**src/verilog/fspc_pkg.sv**
```systemverilog
// shared constants and types of the flash self-program controller
package fspc_pkg;
    localparam int CLK_HZ = 10_000_000;
    localparam int MIN_CPU_HZ = 1_000_000;
    localparam int HALT_REL_US = 10;
    localparam int HALT_REL_EXTRA = 2;
    localparam int HALT_REL_CYC = HALT_REL_US * (CLK_HZ / 1_000_000) + HALT_REL_EXTRA;
    localparam int SETTLE_US = 8;
    localparam int SETTLE_CYC = SETTLE_US * (CLK_HZ / 1_000_000);
    localparam logic CLK_OK = (CLK_HZ >= MIN_CPU_HZ);
    // device register indices on the link
    localparam logic [2:0] IDX_GATE = 3'h0;
    localparam logic [2:0] IDX_MODE = 3'h1;
    localparam logic [2:0] IDX_CMD = 3'h2;
    localparam logic [2:0] IDX_APL = 3'h3;
    localparam logic [2:0] IDX_APH = 3'h4;
    localparam logic [2:0] IDX_CPL = 3'h5;
    localparam logic [2:0] IDX_CPH = 3'h6;
    localparam logic [2:0] IDX_STAT = 3'h7;
    localparam logic [7:0] GATE_KEY = 8'hA5;
    localparam logic [7:0] CMD_NONE = 8'h00;
    localparam logic [7:0] CMD_WRITE = 8'h01;
    localparam logic [7:0] CMD_ERASE = 8'h03;
    localparam logic [7:0] CMD_VERIFY = 8'h04;
    localparam logic [7:0] CMD_BLANK = 8'h05;
    localparam logic [7:0] BLANK_BYTE = 8'hFF;
    localparam logic [7:0] MASK_ALL = 8'hFF;
    localparam logic [7:0] HIGH_KEEP = 8'h0F;
    localparam int MODE_SP_BIT = 0;
    localparam int STAT_ERR_BIT = 0;
    localparam int STAT_REJ_BIT = 1;
    // apb map of the cpu end
    localparam logic [7:0] OFS_DEV_ACCESS = 8'h00;
    localparam logic [7:0] OFS_STATUS = 8'h04;
    localparam logic [7:0] OFS_CONFIG = 8'h08;
    localparam logic [7:0] OFS_IRQ_ACK = 8'h0C;
    localparam int DA_IDX_LSB = 8;
    localparam int CFG_EXT_BIT = 0;
    localparam int CFG_CLKOK_BIT = 1;
    localparam int CFG_MASK_LSB = 8;
    localparam int CFG_DI_BIT = 16;
    localparam int ST_IRQ_LSB = 8;
    localparam logic [7:0] SETTLE_CNT = 8'(SETTLE_CYC);
    localparam logic [7:0] HALT_CNT = 8'(HALT_REL_CYC);
    typedef enum logic [1:0] {OP_WRITE, OP_ERASE, OP_VERIFY, OP_BLANK} fspc_op_t;

    function automatic logic fspc_high_illegal(input logic [7:0] v);
        return |v[7:5];
    endfunction
endpackage

```
**src/verilog/fspc_link_if.sv**
```systemverilog
// link between the cpu core end and the flash self-program device end
interface fspc_link_if;
    logic wr;
    logic [2:0] idx;
    logic [7:0] wdata;
    logic halt_req;
    logic [7:0] irq_ack;
    logic sp_mode;
    logic halted;
    logic stall;
    logic err;
    logic rej;
    logic [7:0] irq;
    modport dev (input wr, idx, wdata, halt_req, irq_ack, output sp_mode, halted, stall, err, rej, irq);
    modport cpu (output wr, idx, wdata, halt_req, irq_ack, input sp_mode, halted, stall, err, rej, irq);
endinterface

```
**src/verilog/fspc_dev.sv**
```systemverilog
// device end: protected mode entry, halt release, command sequencing
// What this block does
// RULE1 - stall cpu while flash command runs
// RULE2 - program restarts watchdog before each command
// RULE3 - interrupts held pending during self-program mode
// RULE4 - program sets mask all ones, disables interrupts
// RULE5 - no ram access while command runs
// RULE6 - reset during write or erase: no guarantee
// RULE7 - erased bytes read as all ones
// RULE8 - cpu clock kept at least 1 MHz
// RULE9 - nop then halt right after mode entry
// RULE10 - halt released after 10 us plus 2 clocks
// RULE11 - wait 8 us after release on crystal
// RULE12 - error flag read as single bit only
// RULE13 - pins hold halt state in self-program mode
// RULE14 - external security settings ignored in this mode
// RULE15 - protect byte blocks write and erase
// RULE16 - program clears bits 7:4 of high pointers
// RULE17 - high pointer bits 7:5 set: command undefined
// RULE18 - program zeroes command register around mode switch; cpu end clears it only before the gate write
// RULE19 - no interrupt serviced in self-program mode
// RULE20 - mode changes only via protected sequence, else error
//
// Implementation choices: register access over APB and the placing of the registers.
module fspc_dev
    import fspc_pkg::*;
(
    input wire logic pclk,
    input wire logic presetn,
    fspc_link_if.dev link,
    input wire logic [7:0] irq_in,
    input wire logic [3:0] protect_byte,
    input wire logic security_lock,
    input wire logic fl_done,
    output logic fl_req_q,
    output fspc_op_t fl_op_q,
    output logic [3:0] fl_block_q,
    output logic [7:0] fl_addr_lo_q,
    output logic [7:0] fl_end_lo_q,
    output logic [7:0] fl_wdata_q,
    output logic ram_access_ok_q,
    output logic pin_hold_q,
    output logic ext_lock_q
);
    typedef enum logic [1:0] {SEQ_IDLE, SEQ_MODE1, SEQ_MODE2, SEQ_MODE3} fspc_seq_t;
    typedef enum logic [1:0] {ST_NORMAL, ST_SP_HALT, ST_SP_READY, ST_SP_BUSY} fspc_st_t;

    fspc_seq_t seq_q, seq_d;
    fspc_st_t st_q;
    logic [7:0] seq_val_q;
    logic seq_err, seq_commit;
    logic mode_q;
    logic [7:0] cmd_q, apl_q, aph_q, cpl_q, cph_q;
    logic err_q, rej_q;
    logic [7:0] halt_cnt_q;
    logic [7:0] pend_q;
    logic stall_q, halted_q;
    logic [7:0] irq_q;
    logic cmd_go, cmd_bad, cmd_prot, is_modify;

    // protected mode-change sequence: key, value, inverse, value
    always_comb begin
        seq_d = seq_q;
        seq_err = 1'b0;
        seq_commit = 1'b0;
        if (link.wr) begin
            if (link.idx == IDX_GATE) begin
                seq_d = (link.wdata == GATE_KEY) ? SEQ_MODE1 : SEQ_IDLE; // [RULE20]
                seq_err = (link.wdata != GATE_KEY);
            end else if (link.idx == IDX_MODE) begin
                case (seq_q)
                    SEQ_MODE1: seq_d = SEQ_MODE2;
                    SEQ_MODE2: begin
                        seq_d = (link.wdata == ~seq_val_q) ? SEQ_MODE3 : SEQ_IDLE;
                        seq_err = (link.wdata != ~seq_val_q);
                    end
                    SEQ_MODE3: begin
                        seq_d = SEQ_IDLE;
                        seq_err = (link.wdata != seq_val_q);
                        seq_commit = (link.wdata == seq_val_q); // [RULE20]
                    end
                    default: begin
                        seq_d = SEQ_IDLE;
                        seq_err = 1'b1;
                    end
                endcase
            end else if (seq_q != SEQ_IDLE) begin
                seq_d = SEQ_IDLE;
                seq_err = 1'b1; // [RULE20]
            end
        end
    end

    always_ff @(posedge pclk or negedge presetn) begin
        if (!presetn) begin
            seq_q <= SEQ_IDLE;
            seq_val_q <= 8'h00;
        end else begin
            seq_q <= seq_d;
            if (link.wr && link.idx == IDX_MODE && seq_q == SEQ_MODE1) begin
                seq_val_q <= link.wdata;
            end
        end
    end

    // plain registers; the cpu end keeps the upper pointer bits clear
    always_ff @(posedge pclk or negedge presetn) begin
        if (!presetn) begin
            cmd_q <= CMD_NONE;
            apl_q <= 8'h00;
            aph_q <= 8'h00;
            cpl_q <= 8'h00;
            cph_q <= 8'h00;
        end else if (link.wr) begin
            case (link.idx)
                IDX_CMD: cmd_q <= link.wdata;
                IDX_APL: apl_q <= link.wdata;
                IDX_APH: aph_q <= link.wdata;
                IDX_CPL: cpl_q <= link.wdata;
                IDX_CPH: cph_q <= link.wdata;
                default: ;
            endcase
        end
    end

    // command launch checks; security_lock is not looked at here
    always_comb begin
        is_modify = (link.wdata == CMD_WRITE) || (link.wdata == CMD_ERASE);
        cmd_go = link.wr && link.idx == IDX_CMD && link.wdata != CMD_NONE && st_q == ST_SP_READY; // [RULE14]
        // undefined on the real part; refusing is the safe reading
        cmd_bad = fspc_high_illegal(aph_q) || fspc_high_illegal(cph_q); // [RULE17]
        cmd_prot = is_modify && (aph_q[3:0] < protect_byte); // [RULE15]
    end

    // set wins over a software clear of the same flag
    always_ff @(posedge pclk or negedge presetn) begin
        if (!presetn) begin
            err_q <= 1'b0;
            rej_q <= 1'b0;
        end else begin
            if (seq_err) begin
                err_q <= 1'b1; // [RULE20]
            end else if (link.wr && link.idx == IDX_STAT && !link.wdata[STAT_ERR_BIT]) begin
                err_q <= 1'b0;
            end
            if (cmd_go && (cmd_bad || cmd_prot)) begin
                rej_q <= 1'b1; // [RULE15]
            end else if (link.wr && link.idx == IDX_STAT && !link.wdata[STAT_REJ_BIT]) begin
                rej_q <= 1'b0;
            end
        end
    end

    // mode state, halt release timer, command run
    always_ff @(posedge pclk or negedge presetn) begin
        if (!presetn) begin
            // an interrupted write or erase is simply dropped
            st_q <= ST_NORMAL; // [RULE6]
            mode_q <= 1'b0;
            halt_cnt_q <= 8'h00;
            stall_q <= 1'b0;
            halted_q <= 1'b0;
            fl_req_q <= 1'b0;
            fl_op_q <= OP_WRITE;
            fl_block_q <= 4'h0;
            fl_addr_lo_q <= 8'h00;
            fl_end_lo_q <= 8'h00;
            fl_wdata_q <= 8'h00;
        end else begin
            case (st_q)
                ST_NORMAL: begin
                    if (seq_commit && seq_val_q[MODE_SP_BIT]) begin
                        mode_q <= 1'b1;
                        st_q <= ST_SP_READY;
                    end
                end
                ST_SP_READY: begin
                    if (seq_commit && !seq_val_q[MODE_SP_BIT]) begin
                        mode_q <= 1'b0;
                        st_q <= ST_NORMAL;
                    end else if (link.halt_req) begin
                        halted_q <= 1'b1;
                        halt_cnt_q <= HALT_CNT;
                        st_q <= ST_SP_HALT;
                    end else if (cmd_go && !cmd_bad && !cmd_prot) begin
                        stall_q <= 1'b1; // [RULE1]
                        fl_req_q <= 1'b1;
                        fl_block_q <= aph_q[3:0];
                        fl_addr_lo_q <= apl_q;
                        fl_end_lo_q <= cpl_q;
                        fl_wdata_q <= BLANK_BYTE; // [RULE7]
                        case (link.wdata)
                            CMD_ERASE: fl_op_q <= OP_ERASE; // [RULE7]
                            CMD_VERIFY: fl_op_q <= OP_VERIFY;
                            CMD_BLANK: fl_op_q <= OP_BLANK;
                            default: fl_op_q <= OP_WRITE;
                        endcase
                        st_q <= ST_SP_BUSY;
                    end
                end
                ST_SP_HALT: begin
                    // fixed worst-case release so software timing is deterministic
                    if (halt_cnt_q == 8'h01) begin
                        halted_q <= 1'b0; // [RULE10]
                        st_q <= ST_SP_READY;
                    end
                    halt_cnt_q <= halt_cnt_q - 8'h01;
                end
                ST_SP_BUSY: begin
                    if (fl_done) begin
                        fl_req_q <= 1'b0;
                        stall_q <= 1'b0; // [RULE1]
                        st_q <= ST_SP_READY;
                    end
                end
                default: st_q <= ST_NORMAL;
            endcase
        end
    end

    // interrupt holding and side outputs
    always_ff @(posedge pclk or negedge presetn) begin
        if (!presetn) begin
            pend_q <= 8'h00;
            irq_q <= 8'h00;
            ram_access_ok_q <= 1'b1;
            pin_hold_q <= 1'b0;
            ext_lock_q <= 1'b0;
        end else begin
            pend_q <= (pend_q & ~link.irq_ack) | irq_in; // [RULE3]
            irq_q <= mode_q ? 8'h00 : pend_q; // [RULE19]
            ram_access_ok_q <= (st_q != ST_SP_BUSY); // [RULE5]
            pin_hold_q <= mode_q; // [RULE13]
            ext_lock_q <= security_lock && !mode_q; // [RULE14]
        end
    end

    assign link.sp_mode = mode_q;
    assign link.halted = halted_q;
    assign link.stall = stall_q;
    assign link.err = err_q;
    assign link.rej = rej_q;
    assign link.irq = irq_q;
endmodule // fspc_dev

```
**src/flat_wrapper.sv**
```systemverilog
// flat-port wrapper written by rule: the top's interface ports become plain ports
module fspc_dev_flat import fspc_pkg::*;
  (pclk, presetn, irq_in, protect_byte, security_lock, fl_done, fl_req_q, fl_op_q, fl_block_q, fl_addr_lo_q, fl_end_lo_q, fl_wdata_q, ram_access_ok_q, pin_hold_q, ext_lock_q, link_wr, link_idx, link_wdata, link_halt_req, link_irq_ack, link_sp_mode, link_halted, link_stall, link_err, link_rej, link_irq);
  fspc_link_if link_i ();
  input wire logic pclk;
  input wire logic presetn;
  input wire logic [7:0] irq_in;
  input wire logic [3:0] protect_byte;
  input wire logic security_lock;
  input wire logic fl_done;
  output logic fl_req_q;
  output fspc_op_t fl_op_q;
  output logic [3:0] fl_block_q;
  output logic [7:0] fl_addr_lo_q;
  output logic [7:0] fl_end_lo_q;
  output logic [7:0] fl_wdata_q;
  output logic ram_access_ok_q;
  output logic pin_hold_q;
  output logic ext_lock_q;
  input wire logic [$bits(link_i.wr)-1:0] link_wr;
  input wire logic [$bits(link_i.idx)-1:0] link_idx;
  input wire logic [$bits(link_i.wdata)-1:0] link_wdata;
  input wire logic [$bits(link_i.halt_req)-1:0] link_halt_req;
  input wire logic [$bits(link_i.irq_ack)-1:0] link_irq_ack;
  output wire logic [$bits(link_i.sp_mode)-1:0] link_sp_mode;
  output wire logic [$bits(link_i.halted)-1:0] link_halted;
  output wire logic [$bits(link_i.stall)-1:0] link_stall;
  output wire logic [$bits(link_i.err)-1:0] link_err;
  output wire logic [$bits(link_i.rej)-1:0] link_rej;
  output wire logic [$bits(link_i.irq)-1:0] link_irq;
  assign link_i.wr = link_wr;
  assign link_i.idx = link_idx;
  assign link_i.wdata = link_wdata;
  assign link_i.halt_req = link_halt_req;
  assign link_i.irq_ack = link_irq_ack;
  assign link_sp_mode = link_i.sp_mode;
  assign link_halted = link_i.halted;
  assign link_stall = link_i.stall;
  assign link_err = link_i.err;
  assign link_rej = link_i.rej;
  assign link_irq = link_i.irq;
  fspc_dev u_core (.pclk(pclk), .presetn(presetn), .link(link_i), .irq_in(irq_in), .protect_byte(protect_byte), .security_lock(security_lock), .fl_done(fl_done), .fl_req_q(fl_req_q), .fl_op_q(fl_op_q), .fl_block_q(fl_block_q), .fl_addr_lo_q(fl_addr_lo_q), .fl_end_lo_q(fl_end_lo_q), .fl_wdata_q(fl_wdata_q), .ram_access_ok_q(ram_access_ok_q), .pin_hold_q(pin_hold_q), .ext_lock_q(ext_lock_q));
endmodule
```
**config.mk**
```make
export PLATFORM = sky130hd
export DESIGN_NAME = fspc_dev_flat
export DESIGN_NICKNAME = d
export VERILOG_FILES = /design/src/verilog/fspc_pkg.sv /design/src/verilog/fspc_link_if.sv /design/src/verilog/fspc_dev.sv /design/src/flat_wrapper.sv
export SDC_FILE = /design/constraint.sdc
export NUM_CORES = 1
export LEC_CHECK = 0
export BUFFER_PORTS_ARGS = -buffer_cell sky130_fd_sc_hd__buf_2
export CORE_MARGIN = 3
export CORE_UTILIZATION = 50
export CTS_CLUSTER_DIAMETER = 120
export DETAILED_ROUTE_END_ITERATION = 10
export PLACE_DENSITY = 0.72
export SYNTH_ARGS = -nofsm -noshare
export SYNTH_HDL_FRONTEND = slang
export SYNTH_SLANG_ARGS = --single-unit
```
**constraint.sdc**
```tcl
create_clock -name pclk -period 2.6 [get_ports pclk]
set_clock_uncertainty 0.1 [all_clocks]
set_input_delay 0.39 -clock pclk [delete_from_list [all_inputs] [get_ports pclk]]
set_output_delay 0.39 -clock pclk [all_outputs]
set_load 0.03 [all_outputs]
```
==> reports/results.ini <==
[finish]
n_fill_cell = 645
fin_nets = 467
n_antenna_cell = 0
area_growth_pct = 16.5
drive_above_1_share_pct = 39.9
layoutNonFillerInstCount = 528
fin_util_pct = 62.0

[critical_path]
path_depth = 7
cp-end-kind = flop
critical_path.max_stage_delay_ns = 0.60
crit_start = u_core.aph_q[3]$_DFFE_PN0P_
reg2reg_from = u_core.aph_q[3]$_DFFE_PN0P_
worstPathMaxFanout = 10
crit_end = u_core.fl_block_q[1]$_DFFE_PN0P_
required_ns = 2.73
critPathBufInv = 1
regToRegEndpoint = u_core.fl_block_q[1]$_DFFE_PN0P_
crit_chain = ha_1 -> or4b_2 -> o211ai_1 -> o21ai_1 -> nand3b_4 -> buf_12 -> mux2_2
start_kind = flop
r2r_setup_slack_ns = 0.22
crit_slowest_cell = or4b_2
crit_type = reg -> reg
r2r_cells = 7
worstPathArrival_ns = 2.51
cp_top_family = simple AND/OR/NAND/NOR gates

[clock_network]
cts_buffers = 9
clock_sinks = 93
cts_max_path_buffers = 2
clk_latency_ns = 0.35
cts_tree = done
cts_resized = 0
cts_root_buffer = clkbuf_8
clk_pin_slew_worst_paths_ns = 0.09
htreeDepth = 3
post-cts-setup-buffers = 0

[sta]
fin_crit_ns = 2.38
fmax_ghz = 0.421
fin_tns_setup_ns = 0
hold_violations = 0
maxSlewViolCount = 0
relSlewSlack_pct = 56.1
rsz0062_at_grt = false
setup_viol = 0
setup_slack_ns = 0.223
post-route-period-util_pct = 91.4
tightest_slew_ns = 0.658

[synth]
synth-seq-cells = 93
synth_xor_area_share_pct = 3.30
synth_edf_count = 0
synth_top_area_share_pct = 54.3
syn_inst = 338
syn-num-nets = 384
avgSynthCellArea_sq_um = 12.5
yosys.area.top_type = dfrtp_1
synth_top_family_by_area = multiplexers
synthMuxAreaShare_pct = 16.2
synth_area_sq_um = 4240
async_flop_share_pct = 100
ys.flop_type = dfrtp_1
yosys-top-cells-area = dfrtp_1 (54%), mux2_2 (9.8%), mux2_4 (6.4%)
synth_compound_area_share_pct = 5.93
yosys.area_share.simple_pct = 11.7
ys_types = 44
synth_fa_ha_area_share_pct = 2.65
yosysSeqAreaShare_pct = 54.9
ys_warn_count = 0

[detailed_routing]
drtPass1Iterations = 4
routed_wl_mm = 8.45
drc_errors = 0
num_vias = 2794
wire_per_inst_um = 16.0
drt_iter0_drc = 107
routed_via_density = 5.29
antenna_left = 0

[global_route]
gr-total-overflow = 0
grt_max_degree = 53
track_usage_pct = 18.4
antenna_found_initial = 0
grt_pass1_wl_mm = 14.2
grt_pass1_vias = 2833

[floorplanning]
core-area_sq_um = 7970
io_pins = 84
row_count = 32
die_area_sq_um = 9620
start_util_pct = 53.2
die_h_um = 98.1
die_w_um = 98.1

[min_path]
hold_depth = 2
worstHoldPathType = in -> reg
min_from = irq_in[1]

[placement]
gp_congestion = 0.880
hpwl_mm = 6.33
dp.cells = 511
port_buffers = 83
dp_slack_ns = 0.0703

[power]
total_power_mw = 3.38
cellLeakagePower_nw = 2.53
ir_worst_vdd_mv = 0.395
powerDensity_nw_per_um2 = 684

[status]
status = finished clean

[run]
cap_violations = 0

## per-stage QoR
stage	hold WS [ns]	cell area, sq um
after detailed placement	0.358	4760
after global placement	0.351	4760
final	0.109	4940
after floorplan	-0.00559	4240
after global routing	0.0995	4940
after CTS	0.0967	4940
## layout make-up
cell class / count / area (sq um) / share of cell area [%]
Clock buffer: 10 / 128 / 2.58
Timing Repair Buffer: 96 / 556 / 11.2
Clock inverter: 6 / 46.3 / 0.937
Sequential cell: 93 / 2330 / 47.1
Inverter: 18 / 67.6 / 1.37
Multi-Input combinational cell: 203 / 1690 / 34.2
Tap cell: 102 / 128 / 2.58
## kinds of logic (layout without fill, tap and decap cells)
group	count (synthesis)	after routing
AO/OA/AOI/OAI	37	37
XOR/XNOR	16	16
adder cells (fa/ha/maj)	9	9
buffers and inverters	42	130
flip-flops	93	93
multiplexers	55	55
AND/OR/NAND/NOR	86	86
## power by group
group / total, mW / switching (mW) / leakage [nW] / internal [mW]
Clock: 0.859 / 0.504 / 0.0833 / 0.355
Sequential: 1.82 / 0.166 / 1.15 / 1.66
Combinational: 0.699 / 0.396 / 1.29 / 0.303
Total: 3.38 / 1.07 / 2.53 / 2.32
## placed cells by master (no fill, tap or decap), drive strengths merged, types with 2 or more instances in the layout
cell type  synthesis  final
a21o               9      9
a21oi              3      3
a31oi              3      3
and4               3      3
buf               13     95
clkbuf            11     10
clkinv             0      2
clkinvlp           0      2
dfrtp             92     92
ha                 9      9
inv               18     20
mux2              55     55
nand2             18     18
nand2b             7      7
nand3              5      5
nand3b             2      2
nand4              9      9
nand4b             2      2
nor2              12     12
nor2b             10     10
nor3b              2      2
nor4               8      8
o211ai             2      2
o21ai             13     13
or3                2      2
or4                2      2
xnor2              6      6
xor2              10     10
## routing by layer
metal	vias up	global-route usage, %	part of all wire [%]
met3	9	3.50	3.8
met4	0	5.54	1.1
li1	1330	-	-
met1	1392	24.9	46
met2	63	30.3	49
met5	-	0	0
## cell usage after synthesis (2+ instances only)
library cell,number
a21o_1,9
a21oi_1,3
a31oi_1,3
and4_1,3
buf_12,2
buf_2,3
buf_4,8
clkbuf_1,11
dfrtp_1,92
ha_1,9
inv_1,18
mux2_2,37
mux2_4,18
nand2_1,18
nand2b_1,7
nand3_1,5
nand4_1,9
nand4b_1,2
nor2_1,12
nor2b_1,10
nor3b_1,2
nor4_1,8
o211ai_1,2
o21ai_0,12
or3_1,2
xnor2_1,6
xor2_1,10
## sequential cells by signal, summed over array words and instances (netlist names), 2 cells and up
register / flops
u_core.fl_addr_lo_q: 8
u_core.link.irq: 8
u_core.fl_end_lo_q: 8
u_core.cph_q: 3
u_core.halt_cnt_q: 8
u_core.apl_q: 8
u_core.fl_block_q: 4
u_core.cpl_q: 8
u_core.seq_val_q: 8
u_core.pend_q: 8
u_core.aph_q: 7
u_core.fl_op_q: 2
u_core.seq_q: 2
u_core.st_q: 2
## how the worst min path moves through the flow
stage | to | slack [ns]
2_1_floorplan | u_core.aph_q[0]$_DFFE_PN0P_ | -0.006
3_3_place_gp | u_core.pend_q[7]$_DFF_PN0_ | 0.35
3_5_place_dp | u_core.pend_q[0]$_DFF_PN0_ | 0.36
4_1_cts | u_core.pend_q[1]$_DFF_PN0_ | 0.1
5_1_grt | u_core.pend_q[4]$_DFF_PN0_ | 0.1
6_report | u_core.pend_q[1]$_DFF_PN0_ | 0.11
## repair_timing
| action | in CTS | in global routing |
|---|---|---|
| hold endpoints to repair | 30 | 0 |
| hold buffers | 1 | 0 |
| setup endpoints to repair | 0 | 0 |
Note: power is estimated with default switching activity, not from simulation.
